### src/pkg/gpid_pkg.sv
`default_nettype none
package gpid_pkg;
  // ------------------------------------------------------------
  // Geometry
  // ------------------------------------------------------------
  localparam int GPID_PORTS = 4;
  localparam int GPID_PINS = 16;
  localparam int GPID_ALL = 64;
  localparam int GPID_AF_W = 4;
  localparam int GPID_AF_PER_REG = 8;
  // Ports A,B full, C eight pins, D five pins: 45 in all
  localparam logic [63:0] GPID_PRESENT = 64'h001f_00ff_ffff_ffff;

  // ------------------------------------------------------------
  // Reset values
  // ------------------------------------------------------------
  localparam logic [15:0] GPID_DIR_RST = 16'hffff;
  localparam logic [15:0] GPID_ZERO16 = 16'h0000;
  localparam logic [31:0] GPID_ZERO32 = 32'h0000_0000;
  localparam logic [3:0] GPID_AF_ZERO = 4'h0;

  // ------------------------------------------------------------
  // Field positions
  // ------------------------------------------------------------
  localparam int GPID_SET_LSB = 0;
  localparam int GPID_CLR_LSB = 16;
  localparam int GPID_DBC_CNT_LSB = 0;
  localparam int GPID_DBC_DIV_LSB = 8;
  localparam int GPID_DBC_EN_BIT = 11;
  localparam int GPID_OD_LSB = 0;
  localparam int GPID_DRV_LSB = 16;
  localparam int GPID_PULL_UP_OFS = 0;
  localparam int GPID_PULL_DN_OFS = 1;

  // ------------------------------------------------------------
  // Register selects, one-hot
  // ------------------------------------------------------------
  typedef enum logic [13:0] {
    GPID_SEL_DATA = 14'h0001,
    GPID_SEL_DIR = 14'h0002,
    GPID_SEL_SETCLR = 14'h0004,
    GPID_SEL_DBC = 14'h0008,
    GPID_SEL_POL = 14'h0010,
    GPID_SEL_SENSE = 14'h0020,
    GPID_SEL_IEN = 14'h0040,
    GPID_SEL_IDIS = 14'h0080,
    GPID_SEL_ISC = 14'h0100,
    GPID_SEL_PULL = 14'h0200,
    GPID_SEL_OTD = 14'h0400,
    GPID_SEL_AFL = 14'h0800,
    GPID_SEL_AFH = 14'h1000,
    GPID_SEL_ANALOG = 14'h2000
  } gpid_sel_t;

  typedef struct packed {
    logic valid;
    logic [1:0] port;
    gpid_sel_t sel;
    logic [31:0] data;
  } gpid_cmd_t;

  typedef struct packed {
    logic [15:0] data_rd;
    logic [15:0] dir;
    logic [15:0] mask;
    logic [15:0] raw;
    logic [15:0] masked;
    logic [11:0] dbc;
  } gpid_stat_t;

  typedef struct packed {
    logic out;
    logic oe;
    logic pull_up;
    logic pull_dn;
    logic open_drain;
    logic drive;
    logic [3:0] af;
  } gpid_pad_t;

  typedef struct packed {
    logic [15:0] data_out;
    logic [15:0] dir;
    logic [15:0] mask;
    logic [15:0] pol;
    logic [15:0] sense;
    logic [15:0] analog;
    logic [11:0] dbc;
    logic [31:0] pull;
    logic [31:0] otd;
    logic [31:0] afl;
    logic [31:0] afh;
    logic [2:0] div_cnt;
  } gpid_port_t;
endpackage
`default_nettype wire

### src/verilog/gpid_debounce.sv
`default_nettype none
module gpid_debounce
  import gpid_pkg::*;
(
  input wire logic clock, // system clock
  input wire logic srst_b, // synchronised reset, low active
  input wire logic pin, // raw pad level
  input wire logic enable, // debounce on
  input wire logic tick, // divided sample strobe
  input wire logic [7:0] match, // samples needed minus one
  output logic level // filtered level
);
  typedef struct packed {
    logic sample_stage_first;
    logic sample_stage_second;
    logic sample_stage_third;
    logic filt;
    logic [7:0] count;
  } gpid_deb_t;

  gpid_deb_t s;
  gpid_deb_t next_s;

  always_comb begin
    next_s = s;
    next_s.sample_stage_first = pin;
    next_s.sample_stage_second = s.sample_stage_first;
    next_s.sample_stage_third = s.sample_stage_second;
    if (!enable) begin
      next_s.filt = s.sample_stage_second;
      next_s.count = 8'h00;
    end else if (s.sample_stage_second != s.sample_stage_third) begin
      next_s.count = 8'h00;
    end else if (tick) begin
      if (s.sample_stage_third == s.filt) begin
        next_s.count = 8'h00;
      end else if (s.count == match) begin
        next_s.filt = s.sample_stage_third;
        next_s.count = 8'h00;
      end else begin
        next_s.count = s.count + 8'h01;
      end
    end
  end

  always_ff @(posedge clock or negedge srst_b) begin
    if (!srst_b) begin
      s <= '0;
    end else begin
      s <= next_s;
    end
  end

  assign level = s.filt;
endmodule // gpid_debounce
`default_nettype wire

### src/verilog/gpid_irq_detect.sv
`default_nettype none
module gpid_irq_detect
  import gpid_pkg::*;
(
  input wire logic clock, // system clock
  input wire logic srst_b, // synchronised reset, low active
  input wire logic level, // filtered pin level
  input wire logic allowed, // pin may raise events
  input wire logic sense, // 1 level, 0 edge
  input wire logic pol, // 1 rising/high, 0 falling/low
  input wire logic clear, // clear pulse from software
  output logic raw // sticky detected condition
);
  typedef struct packed {
    logic prev;
    logic raw;
  } gpid_det_t;

  gpid_det_t s;
  gpid_det_t next_s;
  logic cond;

  always_comb begin
    next_s = s;
    if (sense) begin
      cond = (level == pol);
    end else if (pol) begin
      cond = level & ~s.prev;
    end else begin
      cond = ~level & s.prev;
    end
    next_s.prev = level;
    // Set beats a clear in the same cycle, so no event is lost
    next_s.raw = (s.raw & ~clear) | (allowed & cond);
  end

  always_ff @(posedge clock or negedge srst_b) begin
    if (!srst_b) begin
      s <= '0;
    end else begin
      s <= next_s;
    end
  end

  assign raw = s.raw;
endmodule // gpid_irq_detect
`default_nettype wire

### src/verilog/gpid_gpio.sv
// Contract
// - 45 pins in 4 ports, per-pin control
// - After reset all pins float
// - Data reads pin input, holds output value
// - Direction defaults input; 0 drives data
// - Set/clear touches only the written bits
// - Interrupts disabled after reset
// - No events for outputs or peripheral mode
// - Enable write of 1 unmasks pin
// - Disable write of 1 masks pin
// - Mask status shows net enable state
// - Raw status shows all detected conditions
// - Masked status only unmasked; only those forwarded
// - Writing 1 to masked status clears
// - Edge rise/fall or level high/low
// - Analog: no output, input reads 0
// - One alternate function per pin, default zero
// - Pull, output type and drive per pin
// - Three sample stages; second when unfiltered
// - Filter time (divider+1)*(count+1) clocks
// - Stage mismatch clears count; update at match
// - 16-bit data/direction, direction resets ones
`default_nettype none
module gpid_gpio
  import gpid_pkg::*;
(
  input wire logic clock, // system clock, 20 MHz
  input wire logic rst_b, // asynchronous reset, low active
  input wire gpid_cmd_t cmd, // register write command
  input wire logic [63:0] pad_in, // pad levels, port*16+pin
  input wire logic [63:0] periph_out, // peripheral output values
  input wire logic [63:0] periph_oe, // peripheral output enables
  output gpid_pad_t [63:0] pad, // pad controls
  output logic [63:0] periph_in, // filtered levels to peripherals
  output gpid_stat_t [3:0] stat, // readable state per port
  output logic [3:0] irq // interrupt request per port
);
  // ------------------------------------------------------------
  // State
  // ------------------------------------------------------------
  typedef struct packed {
    gpid_port_t [3:0] port;
    gpid_pad_t [63:0] pad;
    logic [63:0] periph_in;
    gpid_stat_t [3:0] stat;
    logic [3:0] irq;
  } gpid_top_t;

  gpid_top_t s;
  gpid_top_t next_s;
  logic [1:0] rst_q;
  logic srst_b;
  logic [3:0] tick;
  logic [63:0] filt;
  logic [63:0] level;
  logic [63:0] allowed;
  logic [63:0] sense;
  logic [63:0] pol;
  logic [63:0] clear;
  logic [63:0] raw;
  logic [63:0] dbc_en;
  logic [63:0][7:0] dbc_match;

  // ------------------------------------------------------------
  // Reset release
  // ------------------------------------------------------------
  always_ff @(posedge clock or negedge rst_b) begin
    if (!rst_b) begin
      rst_q <= 2'b00;
    end else begin
      rst_q <= {rst_q[0], 1'b1};
    end
  end
  assign srst_b = rst_q[1];

  // ------------------------------------------------------------
  // Per-pin filter and event detection
  // ------------------------------------------------------------
  genvar g;
  generate
    for (g = 0; g < GPID_ALL; g++) begin : g_pin
      gpid_debounce u_deb (
        .clock(clock),
        .srst_b(srst_b),
        .pin(pad_in[g]),
        .enable(dbc_en[g]),
        .tick(tick[g / GPID_PINS]),
        .match(dbc_match[g]),
        .level(filt[g])
      );
      gpid_irq_detect u_det (
        .clock(clock),
        .srst_b(srst_b),
        .level(level[g]),
        .allowed(allowed[g]),
        .sense(sense[g]),
        .pol(pol[g]),
        .clear(clear[g]),
        .raw(raw[g])
      );
    end
  endgenerate

  // ------------------------------------------------------------
  // Next state
  // ------------------------------------------------------------
  always_comb begin
    logic [3:0] af;
    logic hw;
    logic od;
    logic [15:0] d16;
    int k;
    next_s = s;
    tick = 4'h0;
    level = '0;
    allowed = '0;
    sense = '0;
    pol = '0;
    clear = '0;
    dbc_en = '0;
    dbc_match = '0;
    af = GPID_AF_ZERO;
    hw = 1'b0;
    od = 1'b0;
    k = 0;
    d16 = cmd.data[15:0];

    // Register writes; only bits written as 1 act on the W1 registers
    if (cmd.valid) begin
      case (cmd.sel)
        GPID_SEL_DATA: begin
          next_s.port[cmd.port].data_out = d16;
        end
        GPID_SEL_DIR: begin
          next_s.port[cmd.port].dir = d16;
        end
        GPID_SEL_SETCLR: begin
          // Set wins if a bit is both set and cleared
          next_s.port[cmd.port].data_out =
            (s.port[cmd.port].data_out
             & ~cmd.data[GPID_CLR_LSB +: GPID_PINS])
            | cmd.data[GPID_SET_LSB +: GPID_PINS];
        end
        GPID_SEL_DBC: begin
          next_s.port[cmd.port].dbc = cmd.data[11:0];
        end
        GPID_SEL_POL: begin
          next_s.port[cmd.port].pol = d16;
        end
        GPID_SEL_SENSE: begin
          next_s.port[cmd.port].sense = d16;
        end
        GPID_SEL_IEN: begin
          next_s.port[cmd.port].mask =
            s.port[cmd.port].mask | d16;
        end
        GPID_SEL_IDIS: begin
          next_s.port[cmd.port].mask =
            s.port[cmd.port].mask & ~d16;
        end
        GPID_SEL_ISC: begin
          next_s.port[cmd.port] = s.port[cmd.port];
        end
        GPID_SEL_PULL: begin
          next_s.port[cmd.port].pull = cmd.data;
        end
        GPID_SEL_OTD: begin
          next_s.port[cmd.port].otd = cmd.data;
        end
        GPID_SEL_AFL: begin
          next_s.port[cmd.port].afl = cmd.data;
        end
        GPID_SEL_AFH: begin
          next_s.port[cmd.port].afh = cmd.data;
        end
        GPID_SEL_ANALOG: begin
          next_s.port[cmd.port].analog = d16;
        end
        default: begin
          next_s.port[cmd.port] = s.port[cmd.port];
        end
      endcase
    end

    for (int p = 0; p < GPID_PORTS; p++) begin
      // One shared sample divider per port
      tick[p] = (s.port[p].div_cnt ==
                 s.port[p].dbc[GPID_DBC_DIV_LSB +: 3]);
      next_s.port[p].div_cnt =
        tick[p] ? 3'h0 : s.port[p].div_cnt + 3'h1;

      for (int i = 0; i < GPID_PINS; i++) begin
        k = p * GPID_PINS + i;
        if (i < GPID_AF_PER_REG) begin
          af = s.port[p].afl[i * GPID_AF_W +: GPID_AF_W];
        end else begin
          af = s.port[p].afh[(i - GPID_AF_PER_REG) * GPID_AF_W +:
                             GPID_AF_W];
        end
        hw = (af != GPID_AF_ZERO);
        od = s.port[p].otd[GPID_OD_LSB + i];

        dbc_en[k] = s.port[p].dbc[GPID_DBC_EN_BIT];
        dbc_match[k] = s.port[p].dbc[GPID_DBC_CNT_LSB +: 8];
        // Analog pins cut the digital input to a steady 0
        level[k] = filt[k] & ~s.port[p].analog[i];
        allowed[k] = GPID_PRESENT[k] & s.port[p].dir[i]
                     & ~hw & ~s.port[p].analog[i];
        sense[k] = s.port[p].sense[i];
        pol[k] = s.port[p].pol[i];
        clear[k] = cmd.valid && (cmd.sel == GPID_SEL_ISC)
                   && (cmd.port == 2'(p)) && d16[i];

        // Pad drive: peripheral when an alternate function is chosen
        next_s.pad[k].af = GPID_PRESENT[k] ? af : GPID_AF_ZERO;
        if (hw) begin
          next_s.pad[k].out = periph_out[k];
          next_s.pad[k].oe = GPID_PRESENT[k] & periph_oe[k]
                             & ~s.port[p].analog[i];
        end else begin
          // Open drain only pulls low, released when data is 1
          next_s.pad[k].out = od ? 1'b0 : s.port[p].data_out[i];
          next_s.pad[k].oe = GPID_PRESENT[k] & ~s.port[p].dir[i]
                             & ~s.port[p].analog[i]
                             & (~od | ~s.port[p].data_out[i]);
        end
        next_s.pad[k].pull_up = GPID_PRESENT[k]
          & s.port[p].pull[2 * i + GPID_PULL_UP_OFS];
        next_s.pad[k].pull_dn = GPID_PRESENT[k]
          & s.port[p].pull[2 * i + GPID_PULL_DN_OFS];
        next_s.pad[k].open_drain = GPID_PRESENT[k] & od;
        next_s.pad[k].drive = GPID_PRESENT[k]
          & s.port[p].otd[GPID_DRV_LSB + i];
        next_s.periph_in[k] = GPID_PRESENT[k] & level[k];

        next_s.stat[p].data_rd[i] = s.port[p].dir[i]
          ? (GPID_PRESENT[k] & level[k])
          : s.port[p].data_out[i];
        next_s.stat[p].raw[i] = raw[k];
        next_s.stat[p].masked[i] =
          raw[k] & s.port[p].mask[i];
      end
      next_s.stat[p].dir = s.port[p].dir;
      next_s.stat[p].mask = s.port[p].mask;
      next_s.stat[p].dbc = s.port[p].dbc;
      next_s.irq[p] = |(raw[p * GPID_PINS +: GPID_PINS]
                        & s.port[p].mask);
    end
  end

  // ------------------------------------------------------------
  // Registers
  // ------------------------------------------------------------
  always_ff @(posedge clock or negedge srst_b) begin
    if (!srst_b) begin
      s <= '0;
      for (int p = 0; p < GPID_PORTS; p++) begin
        s.port[p].dir <= GPID_DIR_RST;
        s.stat[p].dir <= GPID_DIR_RST;
      end
    end else begin
      s <= next_s;
    end
  end

  assign pad = s.pad;
  assign periph_in = s.periph_in;
  assign stat = s.stat;
  assign irq = s.irq;
endmodule // gpid_gpio
`default_nettype wire

### config.mk
export PLATFORM = sky130hd
export DESIGN_NAME = gpid_gpio
export DESIGN_NICKNAME = d
export VERILOG_FILES = /design/src/pkg/gpid_pkg.sv /design/src/verilog/gpid_debounce.sv /design/src/verilog/gpid_irq_detect.sv /design/src/verilog/gpid_gpio.sv
export SDC_FILE = /design/constraint.sdc
export NUM_CORES = 2
export LEC_CHECK = 0
export BUFFER_PORTS_ARGS = -buffer_cell sky130_fd_sc_hd__buf_2
export CAP_MARGIN = 20
export CELL_PAD_IN_SITES_DETAIL_PLACEMENT = 0
export CELL_PAD_IN_SITES_GLOBAL_PLACEMENT = 1
export CORE_ASPECT_RATIO = 0.5
export CORE_UTILIZATION = 40
export CTS_BUF_LIST = sky130_fd_sc_hd__clkbuf_2
export CTS_CLUSTER_SIZE = 25
export DETAILED_ROUTE_END_ITERATION = 16
export PLACE_DENSITY = 0.72
export SYNTH_ARGS = -nofsm -noshare
export SYNTH_HDL_FRONTEND = slang
export SYNTH_SLANG_ARGS = --single-unit
export TNS_END_PERCENT = 5
### constraint.sdc
create_clock -name clock -period 76 [get_ports clock]
set_input_delay 0 -clock clock [delete_from_list [all_inputs] [get_ports clock]]
set_output_delay 0 -clock clock [all_outputs]
set_load 0.01 [all_outputs]
==> impl_metrics.yaml <==
status:
  status: "completed"
place:
  hpwl_mm: 309.9
  dp.cells: 13810
  io_buffers: 1090
  post-place-ws_ps: 69160
  gp_congestion: 0.9497
synth:
  synth_edf_count: 0
  synth_area_leader_cell: "dfrtp_1"
  synth_cells: 10340
  ys_warn_count: 0
  ys_seq_elements: 2379
  synth_compound_area_share_pct: 14.35
  synthMuxAreaShare_pct: 5.856
  synth_top_family_by_area: "compound AO/OA/AOI/OAI gates"
  netlist.area_leader.share_pct: 51.01
  ys_seq_area_share_pct: 54.06
  ys.flop_type: "dfrtp_1"
  synth_fa_ha_area_share_pct: 0.5552
  synthTopCellsByArea: "dfrtp_1 (51%), buf_4 (7.3%), o21ai_0 (4.6%)"
  synth-xor-area-share_pct: 3.387
  synthSimpleGateAreaFrac_pct: 11.94
  synthesis.area_um2: 110400
  async_reset_ff_share_pct: 100.0
  syn_avg_cell_area_um2: 10.68
  yosysUniqueCellTypes: 74
clock_network:
  cts_buffers: 560
  cts_resized: 0
  root_buffer: "clkbuf_2"
  htreeDepth: 6
  clockBufferDepth: 4
  worstSkewPairLatency_ps: 1850
  path_clk_slew_ps: 100
  cts_tree: "yes"
  clkSinkCount: 2379
die:
  initial_core_util_pct: 40.50
  dieArea_um2: 278300
  die_h_um: 373.5
  core_um2: 272600
  fp.dieW_um: 745.0
  rows: 135
  ios: 1319
global_routing:
  gr-max-usage-layer: "met2"
  grtUsageMet1_pct: 40.33
  grtUsageMet3_pct: 8.542
  grt_util_met2_pct: 47.71
  track_usage_pct: 31.80
  grt_pass1_vias: 85860
  overflow: 0
  grt_pass1_wl_mm: 636.2
  antenna_found_initial: 75
  grt_max_degree: 167
sta:
  slew_violations: 0
  slew_headroom_pct: 11.33
  hold_viol: 0
  min_period_ps: 6842
  tns_ps: 0
  fin_ws_ps: 69160
  finalSetupViolations: 0
  finalCritPeriodShare_pct: 9.003
  fmax_ghz: 0.1462
  skew_ps: 237.3
  whs_ps: 124.2
  rsz0062_at_grt: "false"
  worst_pin_slew_ps: 1319
finish:
  final_common_cell: "dfrtp_1"
  drive_gt1_share_pct: 24.31
  post-route-util_pct: 46.24
  stdcell_count: 15630
  area_delta_synth_final_pct: 14.17
  nNetsFinal: 11850
  layout_common_cells: "dfrtp_1 (2237), buf_2 (1091), o21ai_0 (1006), clkbuf_2 (833), dlygate4sd3_1 (787)"
critical_path:
  cp.required_ps: 77650
  slowest_stage: "dlygate4sd3_1"
  worst_path_most_repeated_cell: "dlygate4sd3_1"
  worst-setup-path-type: "primary input to register"
  crit_path_end_kind: "register"
  crit_buf_inv: 12
  cp_max_fo: 16
  arrival_ps: 8490
  start_kind: "primary input"
  critPathTopFamily: "buffers and inverters"
  path_cells: "dlygate4sd3_1 > dlygate4sd3_1 > buf_2 > dlygate4sd3_1 > nor4_4 > dlygate4sd3_1 > nand3_1 > or4_1 > dlygate4sd3_1 > buf_4 > dlygate4sd3_1 > nand4_1 > nor2_1 > dlygate4sd3_1 > o211ai_2 > dlygate4sd3_1 > buf_4 > mux2_2 > dlygate4sd3_1"
  max_stage_delay_ps: 970
power_and_ir_drop:
  p_per_area_nw_per_um2: 18.58
  ir_worst_vdd_v: 0.00001239
  power_leakage_nw: 64.57
detailed_routing:
  avgViaCountPerCell: 5.721
  drc: 0
  dr.pass1.iters: 7
  num_vias: 89430
  drt_wl_total_mm: 456.7
  drtIter0Drc: 10210
  ant_nets: 0
  route.detailed.wl_per_inst_um: 29.21
flow_run:
  maxCapViolations: 0
min_path:
  hold_path.class: "primary input to register"
-- repair_timing --
action,4_1_cts,5_1_grt
hold endpoints to repair,1095,0
buffers inserted,0,0
hold buffers,796,0
-- cell families after synthesis --
logic type | Yosys count
AOI/OAI and AO/OA | 2553
xor gates and xnor gates | 427
adders and majority gates | 49
buffers and inverters | 1779
DFF | 2379
muxes | 577
other | 2
and+or+nand+nor | 2571
-- where the power goes --
| group | total [mW] | switching, mW | internal, mW |
|---|---|---|---|
| sequential | 1.30 | 0.0190 | 1.28 |
| combinational | 0.167 | 0.115 | 0.0516 |
| clock | 0.878 | 0.554 | 0.324 |
| total | 2.34 | 0.688 | 1.65 |
-- routing by layer --
layer | wire length, um | part of all wire (%)
met4 | 36540 | 8.0
met2 | 200200 | 44
met5 | 289 | 0.063
met3 | 43830 | 9.6
met1 | 175800 | 39
-- worst paths after layout --
check,startpoint,to,slack [ps],cells past startpoint
hold / removal,periph_out[50],pad[509],120,6
max in group asynchronous,rst_q[1],stat[72],69750,8
hold reg to reg,g_pin[0].u_deb.next_s[10],g_pin[0].u_deb.next_s[9],220,0
setup / recovery,cmd[32],register,69160,19
min in group asynchronous,rst_q[1],g_pin[37].u_deb.s[7],250,0
setup reg to reg,rst_q[1],stat[72],69750,8
-- tightest hold or removal path, stage by stage --
cell and delay, ps:
dlygate4sd3_1 530, buf_2 110, dlygate4sd3_1 550, inv_1 50, dlygate4sd3_1 530, o21ai_0 90
-- final cells by class --
class                           instances  area, um^2
Fill cell                           25770      146600
Sequential cell                      2379       59710
Multi-Input combinational cell       6368       40990
Timing Repair Buffer                 2064       15030
Tap cell                             3630        4542
Clock buffer                          833        4169
Clock inverter                        128       822.0
Inverter                              180       675.6
Antenna cell                           49       122.6
-- synthesized netlist by cell type, drive strengths merged (10+ instances only) --
cell and number:
a32o 25, nand3b 107, nor3b 88, nor2b 118, o211ai 52, o31ai 98, a22oi 35, o2bb2ai 32
or2 55, buf 1229, dfstp 128, clkbuf 370, nor2 523, mux2i 169, xnor2 18, xor2 409
and3 155, or3b 44, mux2 392, nor4 171, a22o 478, dfrtp 2251, mux4 16, a31oi 72
and2 96, o21ai 1008, or3 45, inv 180, nor3 100, a21boi 19, or4 11, a21o 55
a221oi 10, nand2b 181, a21oi 531, nand3 135, nand4 15, ha 49, o22ai 113, nand2 716
-- metrics by stage --
stage          total power [mW]  area [um^2]
3_3_place_gp              1.452       112700
3_5_place_dp              1.453       112700
5_1_grt                   2.430       126000
4_1_cts                   2.350       125800
6_report                  2.342       126100
2_1_floorplan             1.399       111100
Power figures use the tool's default switching activity.
